### src/rtl/sodc_pkg.sv
// package: constants and carrier types for the octal driver serial control block
package sodc_pkg;
	localparam int unsigned CHANNELS        = 8;
	localparam int unsigned CNT_W           = 3;
	localparam int unsigned CLK_PERIOD_NS   = 10;
	// settling time after a direct-drive transition, least figure
	localparam int unsigned SETTLE_TIME_US  = 15;
	localparam int unsigned SETTLE_CYCLES   = (SETTLE_TIME_US * 1000 + CLK_PERIOD_NS - 1) / CLK_PERIOD_NS;
	localparam logic [7:0]  LATCH_RESET     = 8'h00;
	localparam logic [7:0]  FAULT_RESET     = 8'h00;
	localparam logic [2:0]  CNT_RESET       = 3'h0;
	localparam int unsigned OC_LAST         = 5;
	localparam logic [7:0]  DIRECT_MASK     = 8'h03;
	localparam logic [7:0]  RESET_CLR_MASK  = 8'h06;

	// serial pins after synchronisation
	typedef struct packed {
		logic sck;
		logic sel_n;
		logic mosi;
	} sodc_link_s;

	// analog-side sense per channel
	typedef struct packed {
		logic [7:0] over_sat;
		logic [7:0] comp_above;
		logic [7:0] over_temp;
	} sodc_sense_s;
endpackage : sodc_pkg

### src/rtl/sodc_sync.sv
// two-flop synchroniser for pin inputs
`timescale 1ns/1ns
`default_nettype none
module sodc_sync #(
	parameter int unsigned WIDTH = 1
) (
	// clock and reset
	input  wire logic             i_clk,
	input  wire logic             i_rstn,
	// data
	input  wire logic [WIDTH-1:0] i_async,
	input  wire logic [WIDTH-1:0] i_reset_val,
	output var  logic [WIDTH-1:0] o_sync
);
	logic [WIDTH-1:0] meta_reg;

	always_ff @(posedge i_clk) begin
		if (!i_rstn) begin
			// idle levels, so no false edge is seen after reset
			meta_reg <= i_reset_val;
			o_sync   <= i_reset_val;
		end else begin
			meta_reg <= i_async;
			o_sync   <= meta_reg;
		end
	end
endmodule : sodc_sync
`default_nettype wire

### src/rtl/sodc_top.sv
// serial control, output latch and fault latches of the octal low side driver
`timescale 1ns/1ns
`default_nettype none
module sodc_top
	import sodc_pkg::*;
#(
	parameter int unsigned SETTLE_CNT = SETTLE_CYCLES
) (
	// clock and reset
	input  wire logic              i_clk,
	input  wire logic              i_rstn,
	// device reset sources
	input  wire logic              i_reset_pin_n,
	input  wire logic              i_low_supply_reset,
	// serial link pins
	input  wire logic              i_sck,
	input  wire logic              i_sel_n,
	input  wire logic              i_mosi,
	output var  logic              o_miso,
	output var  logic              o_miso_oe,
	// direct drive pins for channels zero and one
	input  wire logic              i_direct_drive_zero,
	input  wire logic              i_direct_drive_one,
	// analog sense per channel
	input  wire sodc_sense_s       i_sense,
	// channel outputs and state
	output var  logic [7:0]        o_power_output_channel,
	output var  logic [7:0]        o_channel_control_bits,
	output var  logic [7:0]        o_fault_latched
);
	// sck, sel_n, mosi, two direct drives, reset pin, supply reset
	localparam int unsigned SW = 7;
	// select and reset pin idle high, all others low
	localparam logic [SW-1:0] SYNC_RST = 7'h22;

	logic [SW-1:0] sync_w;
	sodc_link_s    link;
	logic          dd0;
	logic          dd1;
	logic          dev_rst;

	sodc_sync #(.WIDTH(SW)) u_sync (
		.i_clk       (i_clk),
		.i_rstn      (i_rstn),
		.i_async     ({i_sck, i_sel_n, i_mosi, i_direct_drive_zero, i_direct_drive_one,
		               i_reset_pin_n, i_low_supply_reset}),
		.i_reset_val (SYNC_RST),
		.o_sync      (sync_w)
	);

	assign link    = sync_w[6:4];
	assign dd0     = sync_w[3];
	assign dd1     = sync_w[2];
	assign dev_rst = !sync_w[1] || sync_w[0];

	// edge detection on synchronised link signals
	logic sck_d_reg;
	logic sel_d_reg;
	logic sck_rise;
	logic sck_fall;
	logic sel_fall;
	logic sel_rise;

	always_ff @(posedge i_clk) begin
		if (!i_rstn) begin
			sck_d_reg <= 1'b0;
			sel_d_reg <= 1'b1;
		end else begin
			sck_d_reg <= link.sck;
			sel_d_reg <= link.sel_n;
		end
	end

	// clock edges count only while selected
	assign sck_rise = link.sck && !sck_d_reg && !link.sel_n;
	assign sck_fall = !link.sck && sck_d_reg && !link.sel_n;
	assign sel_fall = !link.sel_n && sel_d_reg;
	assign sel_rise = link.sel_n && !sel_d_reg;

	// shift register and output bit
	logic [7:0]       shift_reg;
	logic [CNT_W-1:0] cnt_reg;
	logic [7:0]       diag_bits;

	// diagnostic bit n is channel n comparator
	assign diag_bits = i_sense.comp_above;

	always_ff @(posedge i_clk) begin
		if (!i_rstn) begin
			shift_reg <= 8'h00;
		end else if (sel_fall) begin
			shift_reg <= diag_bits;
		end else if (sck_fall) begin
			shift_reg <= {shift_reg[6:0], link.mosi};
		end
	end

	// miso shows the msb after select fall, then the shift register msb after each rising clock
	always_ff @(posedge i_clk) begin
		if (!i_rstn) begin
			o_miso    <= 1'b0;
			o_miso_oe <= 1'b0;
		end else begin
			o_miso_oe <= !link.sel_n;
			if (sel_fall) begin
				o_miso <= diag_bits[7];
			end else if (sck_rise) begin
				o_miso <= shift_reg[7];
			end
		end
	end

	// shift happens on the falling clock, so the msb presented at the rising clock is the
	// bit that was shifted up at the previous fall
	always_ff @(posedge i_clk) begin
		if (!i_rstn) begin
			cnt_reg <= CNT_RESET;
		end else if (sel_fall) begin
			cnt_reg <= CNT_RESET;
		end else if (sck_fall) begin
			cnt_reg <= cnt_reg + 3'h1;
		end
	end

	// output latch
	logic [7:0] latch_reg;

	always_ff @(posedge i_clk) begin
		if (!i_rstn || dev_rst) begin
			latch_reg <= LATCH_RESET;
		end else if (sel_rise && cnt_reg == CNT_RESET) begin
			latch_reg <= shift_reg;
		end
	end

	// commanded state per channel, direct drive ORed on zero and one
	logic [7:0] cmd_on;
	always_comb begin
		cmd_on    = latch_reg;
		cmd_on[0] = latch_reg[0] || dd0;
		cmd_on[1] = latch_reg[1] || dd1;
	end

	// settling blanking for direct channels
	logic [1:0]  dd_d_reg;
	logic [31:0] blank_cnt_reg [2];
	logic [1:0]  blanked;

	always_ff @(posedge i_clk) begin
		if (!i_rstn) begin
			dd_d_reg <= 2'b00;
		end else begin
			dd_d_reg <= {dd1, dd0};
		end
	end

	for (genvar g = 0; g < 2; g++) begin : g_blank
		always_ff @(posedge i_clk) begin
			if (!i_rstn) begin
				blank_cnt_reg[g] <= 32'h0;
			end else if (dd_d_reg[g] != (g == 0 ? dd0 : dd1)) begin
				blank_cnt_reg[g] <= SETTLE_CNT;
			end else if (blank_cnt_reg[g] != 32'h0) begin
				blank_cnt_reg[g] <= blank_cnt_reg[g] - 32'h1;
			end
		end
		// the edge cycle itself is blanked too, before the counter is loaded
		assign blanked[g] = (blank_cnt_reg[g] != 32'h0) || (dd_d_reg[g] != (g == 0 ? dd0 : dd1));
	end

	// fault latches
	logic [7:0] fault_reg;
	logic [7:0] cmd_d_reg;
	logic [7:0] fault_src;
	logic [7:0] rearm;

	always_comb begin
		for (int i = 0; i < CHANNELS; i++) begin
			// overcurrent on 0-5, over-temperature on 6-7
			fault_src[i] = cmd_on[i] && ((i <= OC_LAST) ? i_sense.over_sat[i] : i_sense.over_temp[i]);
		end
		fault_src[0] = fault_src[0] && !blanked[0];
		fault_src[1] = fault_src[1] && !blanked[1];
		// off then on again re-arms the channel
		rearm = cmd_on & ~cmd_d_reg;
	end

	always_ff @(posedge i_clk) begin
		if (!i_rstn) begin
			cmd_d_reg <= 8'h00;
		end else begin
			cmd_d_reg <= cmd_on;
		end
	end

	// a new fault wins over re-arm or release in the same cycle
	always_ff @(posedge i_clk) begin
		if (!i_rstn) begin
			fault_reg <= FAULT_RESET;
		end else begin
			for (int i = 0; i < CHANNELS; i++) begin
				if (fault_src[i] && !(dev_rst && RESET_CLR_MASK[i])) begin
					fault_reg[i] <= 1'b1;
				end else if (dev_rst && RESET_CLR_MASK[i]) begin
					fault_reg[i] <= 1'b0;
				end else if (rearm[i]) begin
					fault_reg[i] <= 1'b0;
				end else if (!link.sel_n && !i_sense.over_sat[i]) begin
					// release only once the over-saturation sense no longer flags it, over-temperature channels 6-7 included
					fault_reg[i] <= 1'b0;
				end
			end
		end
	end

	// outputs; the control latch is left untouched by a fault
	always_ff @(posedge i_clk) begin
		if (!i_rstn) begin
			o_power_output_channel <= 8'h00;
			o_channel_control_bits <= 8'h00;
			o_fault_latched        <= 8'h00;
		end else begin
			o_power_output_channel <= dev_rst ? 8'h00 : (cmd_on & ~fault_reg);
			o_channel_control_bits <= latch_reg;
			o_fault_latched        <= fault_reg;
		end
	end
endmodule : sodc_top
`default_nettype wire

### config.mk
export PLATFORM = sky130hd
export DESIGN_NAME = sodc_top
export DESIGN_NICKNAME = d
export VERILOG_FILES = /design/src/rtl/sodc_pkg.sv /design/src/rtl/sodc_sync.sv /design/src/rtl/sodc_top.sv
export SDC_FILE = /design/constraint.sdc
export NUM_CORES = 1
export LEC_CHECK = 0
export BUFFER_PORTS_ARGS = -buffer_cell sky130_fd_sc_hd__buf_2
export CORE_ASPECT_RATIO = 1.2
export CORE_UTILIZATION = 63
export CTS_CLUSTER_DIAMETER = 150
export CTS_CLUSTER_SIZE = 30
export DETAILED_ROUTE_END_ITERATION = 8
export GPL_TIMING_DRIVEN = 0
export PLACE_DENSITY = 0.85
export SLEW_MARGIN = 20
export SYNTH_ARGS = -nofsm -noshare
export SYNTH_HDL_FRONTEND = slang
export SYNTH_HIERARCHICAL = 1
export SYNTH_SLANG_ARGS = --single-unit
### constraint.sdc
create_clock -name i_clk -period 6.54 [get_ports i_clk]
set_clock_uncertainty 0.2 [all_clocks]
set_input_delay 1.308 -clock i_clk [delete_from_list [all_inputs] [get_ports i_clk]]
set_output_delay 1.308 -clock i_clk [all_outputs]
set_load 0.005 [all_outputs]
==> results of run 1 <==
cell usage in the layout, fill, tap and decap left out, types with 5 or more instances in the layout:
cell        n
nor2_1     84
dfxtp_1    73
edfxtp_1   64
buf_2      57
xnor2_1    38
nand2_1    27
and2_1     22
mux2i_1    20
nor3_1     19
clkbuf_16  19
o21ai_0    18
xor2_1     18
nor4_1     17
a21oi_1    17
mux2_2     14
conb_1     14
nor3b_1    12
clkbuf_1   11
nand3_1    11
nand2b_1   10
inv_1      10
nor4_2      7
o211a_1     7
buf_4       7
or4_1       6
nand4_1     6
ha_1        5
through the flow:
stage,std cells,utilization (%),cell area (um2),hold WS (ns)
after detailed placement,763,70.1,6710,0.201
after global routing,795,76.6,7320,0.231
after floorplan,588,-,6290,0.188
final,795,76.6,7320,0.215
after CTS,795,76.6,7320,0.211
after global placement,763,70.1,6700,0.195
cell families after synthesis:
| family | Yosys count | share of synthesized area [%] |
|---|---|---|
| mux | 34 | 5.73 |
| other cells | 2 | 0.120 |
| buf+inv | 38 | 3.63 |
| flops | 137 | 54.2 |
| xor+xnor | 56 | 7.86 |
| compound gates | 53 | 5.31 |
| simple gates | 251 | 22.1 |
| fa+ha+maj | 5 | 1.00 |
power groups by stage:
stage	logic, W	clock network, W	registers (W)
finish	0.000509	0.000973	0.00107
global route	0.000562	0.00102	0.00108
CTS	0.000505	0.000979	0.00106
detailed placement	0.000486	0	0.00108
global placement	0.000472	0	0.00107
floorplan	0.000386	0	0.00106
layout make-up:
cell class | count | area, um2 | area share (%)
tap | 123 | 154 | 2.10
clock inverter | 11 | 114 | 1.55
buffer | 28 | 189 | 2.58
timing repair buffer | 52 | 260 | 3.55
clock buffer | 21 | 503 | 6.87
inverter | 10 | 37.5 | 0.512
multi-input combinational | 413 | 2680 | 36.6
sequential | 137 | 3380 | 46.2
worst max path at each step:
stage	startpoint	end
floorplan	i_rstn	blank_cnt_reg[1][0]
global placement	i_rstn	blank_cnt_reg[1][20]
detailed placement	i_rstn	blank_cnt_reg[1][23]
CTS	blank_cnt_reg[1][13]	blank_cnt_reg[1][30]
global route	blank_cnt_reg[1][13]	blank_cnt_reg[1][17]
finish	blank_cnt_reg[1][13]	blank_cnt_reg[1][17]
routing by layer:
metal | routed length (um) | global-route usage [%] | vias to the layer above
met5 | 0 | 0 | -
met3 | 683 | 5.56 | 25
met2 | 6760 | 45.0 | 149
met4 | 321 | 11.6 | 0
met1 | 5370 | 33.5 | 2228
li1 | - | - | 2198
==> impl_metrics.py, run 1 <==
metrics = {
    "floorplanning": {
        "dieHeight_um": 111,
        "initial_utilization_pct": 65.3,
        "core-area_um2": 9560,
        "die_area_um2": 10300,
        "die_w_um": 92.9,
        "num_rows": 39,
        "ios": 59,
    },
    "worst_setup_path": {
        "rr_endpoint": "blank_cnt_reg[1][17]",
        "cp-end-kind": "register",
        "critPathArrivalTime_ns": 3.08,
        "worstSetupStartpointType": "register",
        "critPathMaxFanout": 32,
        "r2r_slack_ns": 3.17,
        "reg2reg_depth": 4,
        "crit_required_ns": 6.25,
        "r2r-start": "blank_cnt_reg[1][13]",
        "path_class": "reg2reg",
        "path_delay_family": "simple AND/OR/NAND/NOR gates",
        "path_cells": "nor4_1, nand3_2, nor4_2, nand3_2",
        "timing.critical_path.mode_cell": "nand3_2",
        "crit_cells": 4,
        "critical_path.max_stage_delay_ns": 0.77,
        "critPathBufInv": 0,
        "slowest_stage": "nand3_2",
    },
    "flow_run": {
        "drv_cap": 0,
    },
    "route": {
        "drtAntennaViolNets": 0,
        "drcViolationCount": 0,
        "drtIter0Drc": 420,
        "viasPerCell": 5.79,
        "drt_wl_total_um": 13100,
        "dr.pass1.iters": 6,
        "vias": 4600,
        "wl_per_cell_um": 16.5,
    },
    "synthesis": {
        "synth_enable_flop_cells": 64,
        "synth-seq-area-share_pct": 54.2,
        "yosysMostFrequentCell": "nor2_1",
        "synth_top_area_cell": "edfxtp_1",
        "syn-cell-area_um2": 6240,
        "postSynthCellCount": 576,
        "synth_top_area_share_pct": 30.8,
        "yosysWarnings": 6,
        "synth_area_leaders": "edfxtp_1 (31%), dfxtp_1 (23%), xnor2_1 (5.3%), nor2_1 (5.1%), mux2i_1 (3.2%)",
        "synth_ff_type": "dfxtp_1",
        "synth-async-reset-ratio_pct": 0,
        "yosysUniqueCellTypes": 48,
        "synthTopCellsByCount": "nor2_1 (84), dfxtp_1 (73), edfxtp_1 (64)",
        "ys_ff_latch": 137,
        "synth.avg_cell_area_um2": 10.8,
    },
    "pwr": {
        "total_power_w": 0.00255,
        "sw_frac_of_total_pct": 29.1,
        "powerDensity_nw_per_um2": 348,
        "max-vdd-ir-drop_mv": 0.220,
        "power.internal_w": 0.00181,
        "power_frac_comb_pct": 20.0,
        "clkPwrFrac_pct": 38.2,
        "seq_power_share_pct": 41.8,
        "p_switching_w": 0.000742,
        "leakagePower_nw": 2.93,
    },
    "final_layout": {
        "fillers": 600,
        "drive_gt1_share_pct": 19.3,
        "syn2layout_area_growth_pct": 17.3,
        "nNetsFinal": 697,
        "antennaDiodeCount": 0,
        "largest_reg_flops": 64,
    },
    "sta": {
        "worst_slew_pin_slew_ns": 0.819,
        "finalCritPeriodShare_pct": 51.6,
        "rsz0062_at_grt": "no",
        "period_minus_slack_ns": 3.37,
        "tns_ns": 0,
        "max_freq_ghz": 0.297,
        "slew_headroom_pct": 45.3,
        "hold_viol_final": 0,
        "finalMaxSlewViolations": 0,
        "setup_viol": 0,
        "setup_slack_ns": 3.17,
    },
    "cts": {
        "cts_setup_buffers": 0,
        "clkSinkCount": 137,
        "h-tree-depth": 4,
        "clockBufferDepth": 2,
        "clkLatencyLatePin_ns": 0.42,
        "ctsHoldBuffers": 0,
        "clockRootBuffer": "clkbuf_16",
        "cts_made_buffers": 17,
        "path_clk_slew_ns": 0.06,
        "tritoncts": "yes",
        "post_cts_resized": 0,
    },
    "global_routing": {
        "grt_max_degree": 33,
        "grt_usage_pct": 26.9,
        "grt_pass1_wl_um": 21600,
        "grt_pass1_vias": 4559,
        "grt_antenna_before_repair": 0,
        "grt-ovfl-total": 0,
    },
    "placed_design": {
        "gp_congestion": 0.815,
        "place_ws_ns": 2.76,
        "dp_hpwl_um": 8600,
        "io_buffer_count": 52,
    },
    "hold_path": {
        "hold_class": "reg2reg",
        "min_to": "o_power_output_channel[6]",
        "min_from": "fault_reg[6]",
        "min_delay_path_depth": 1,
    },
    "run_status": {
        "status": "completed",
    },
}
Power figures use the tool's default switching activity.
==> run 2, diff against run 1 <==
--- a/config.mk
+++ b/config.mk
@@ -7,12 +7,12 @@
 export LEC_CHECK = 0
 export BUFFER_PORTS_ARGS = -buffer_cell sky130_fd_sc_hd__buf_2
 export CORE_ASPECT_RATIO = 1.2
-export CORE_UTILIZATION = 63
+export CORE_UTILIZATION = 59
 export CTS_CLUSTER_DIAMETER = 150
 export CTS_CLUSTER_SIZE = 30
 export DETAILED_ROUTE_END_ITERATION = 8
 export GPL_TIMING_DRIVEN = 0
-export PLACE_DENSITY = 0.85
+export PLACE_DENSITY = 0.8
 export SLEW_MARGIN = 20
 export SYNTH_ARGS = -nofsm -noshare
 export SYNTH_HDL_FRONTEND = slang
==> constraint.sdc (replaced) <==
create_clock -name i_clk -period 3.31 [get_ports i_clk]
set_clock_uncertainty 0.2 [all_clocks]
set_input_delay 0.662 -clock i_clk [delete_from_list [all_inputs] [get_ports i_clk]]
set_output_delay 0.662 -clock i_clk [all_outputs]
set_load 0.005 [all_outputs]
==> impl_metrics.py, run 2 (synthesized netlist as in run 1, its figures left out) <==
metrics = {
    "final_layout": {
        "antennaDiodeCount": 0,
        "final_cell_mix": "nor2_1 (84), dfxtp_1 (73), edfxtp_1 (64)",
        "syn2layout_area_growth_pct": 16.5,
        "drive_gt1_share_pct": 19.5,
        "layout_commonest_cell": "nor2_1",
        "final_util_pct": 71.6,
        "nNetsFinal": 697,
        "largest_reg_flops": 64,
    },
    "run_status": {
        "status": "completed",
    },
    "pwr": {
        "clkPwrFrac_pct": 35.9,
        "leakagePower_nw": 2.92,
        "powerDensity_nw_per_um2": 666,
        "power.internal_w": 0.00338,
        "seq_power_share_pct": 43.4,
        "p_switching_w": 0.00146,
        "sw_frac_of_total_pct": 30.2,
        "power_frac_comb_pct": 20.7,
        "max-vdd-ir-drop_mv": 0.452,
    },
    "cts": {
        "path_clk_slew_ns": 0.06,
        "tritoncts": "yes",
        "clkSinkCount": 137,
        "clockRootBuffer": "clkbuf_16",
        "cts_setup_buffers": 0,
        "cts_made_buffers": 17,
        "clkLatencyLatePin_ns": 0.41,
        "clockBufferDepth": 2,
        "h-tree-depth": 4,
    },
    "sta": {
        "period_minus_slack_ns": 3.11,
        "worst_slew_pin_slew_ns": 0.740,
        "setup_slack_ns": 0.203,
        "slew_headroom_pct": 50.6,
        "setup_viol": 0,
        "hold_viol_final": 0,
        "finalMaxSlewViolations": 0,
        "finalCritPeriodShare_pct": 93.9,
        "hold_ws_ns": 0.211,
        "rsz0062_at_grt": "no",
        "max_freq_ghz": 0.322,
    },
    "route": {
        "drt_wl_total_um": 12300,
        "drtAntennaViolNets": 0,
        "drtIter0Drc": 252,
        "viasPerCell": 5.57,
        "vias": 4444,
        "dr.pass1.iters": 4,
        "wl_per_cell_um": 15.4,
        "drcViolationCount": 0,
    },
    "flow_run": {
        "drv_cap": 0,
    },
    "global_routing": {
        "grt_pass1_vias": 4389,
        "grt_max_degree": 33,
        "grt_usage_pct": 24.4,
        "grt-ovfl-total": 0,
        "grt_pass1_wl_um": 20300,
        "grt_antenna_before_repair": 0,
    },
    "floorplanning": {
        "die_w_um": 95.9,
        "num_rows": 40,
        "ios": 59,
        "dieHeight_um": 115,
        "die_area_um2": 11000,
        "core-area_um2": 10200,
        "initial_utilization_pct": 61.4,
    },
    "worst_setup_path": {
        "crit_required_ns": 3.15,
        "worstSetupStartpointType": "register",
        "critPathMaxFanout": 32,
        "path_class": "reg2reg",
        "cp-end-kind": "register",
        "critPathArrivalTime_ns": 2.95,
    },
    "placed_design": {
        "place_ws_ns": 0.00871,
        "io_buffer_count": 52,
        "dp_hpwl_um": 8390,
        "gp_congestion": 0.794,
    },
    "hold_path": {
        "hold_class": "reg2reg",
    },
}
## run 2: cell count changes in the layout (fill, tap and decap cells not counted), sizes merged
cell	delta
bufinv	-2
inv	+2
clkinv	+2
clkinvlp	-3
clkbuf	+1
## run 2: path summary, 6_finish.rpt
check,start,end,slack (ns),cells after the start
worst min-delay path,fault_reg[6],o_power_output_channel[6],0.21,1
worst max-delay path,blank_cnt_reg[0][23],blank_cnt_reg[0][8],0.20,4
worst min register to register,fault_reg[6],o_power_output_channel[6],0.21,1
worst max register to register,blank_cnt_reg[0][23],blank_cnt_reg[0][8],0.20,4
## run 2: power by group through the flow
stage	Combinational [W]	Clock, W	Sequential, W
global route	0.00110	0.00182	0.00212
global placement	0.000939	0	0.00212
finish	0.00100	0.00174	0.00210
CTS	0.000997	0.00175	0.00210
floorplan	0.000763	0	0.00209
detailed placement	0.000974	0	0.00213
## run 2: what timing repair did
| action | in CTS | in global routing |
|---|---|---|
| endpoints found under the setup margin | 3 | 0 |
| resized for setup | 1 | 0 |
| hold buffers | 0 | 0 |
## run 2: per-layer routing
metal  vias up  GRT usage [%]  part of all wire, %
met5         -              0                    0
met4         0           10.5                  2.2
met3        23           5.31                  3.5
met2        99           41.1                   51
met1      2131           29.7                   43
li1       2191              -                    -
## run 2: cell type report
type,instances,area [um2]
clock buffers,22,485
plain buffers,28,189
repair buffers,52,260
clock inverters,10,65.1
fillers,732,2890
well taps,126,158
multi-input cells,413,2690
flip-flops and latches,137,3380
inverters,10,37.5
## run 2: stage by stage
step,std cells,total power (W),TNS (ns),area [um2]
finish,798,0.00484,0,7270
global route,798,0.00504,0,7270
CTS,798,0.00484,0,7270
detailed placement,766,0.00311,0,6710
global placement,766,0.00306,-14.80,6710
floorplan,588,0.00286,0,6290
## run 2: worst max-delay path, stage by stage, from the launching register on
cell and delay (ns):
edfxtp_1 0.43, nor4_1 0.62, and4_1 0.38, nand3_1 0.21, or3_2 0.89
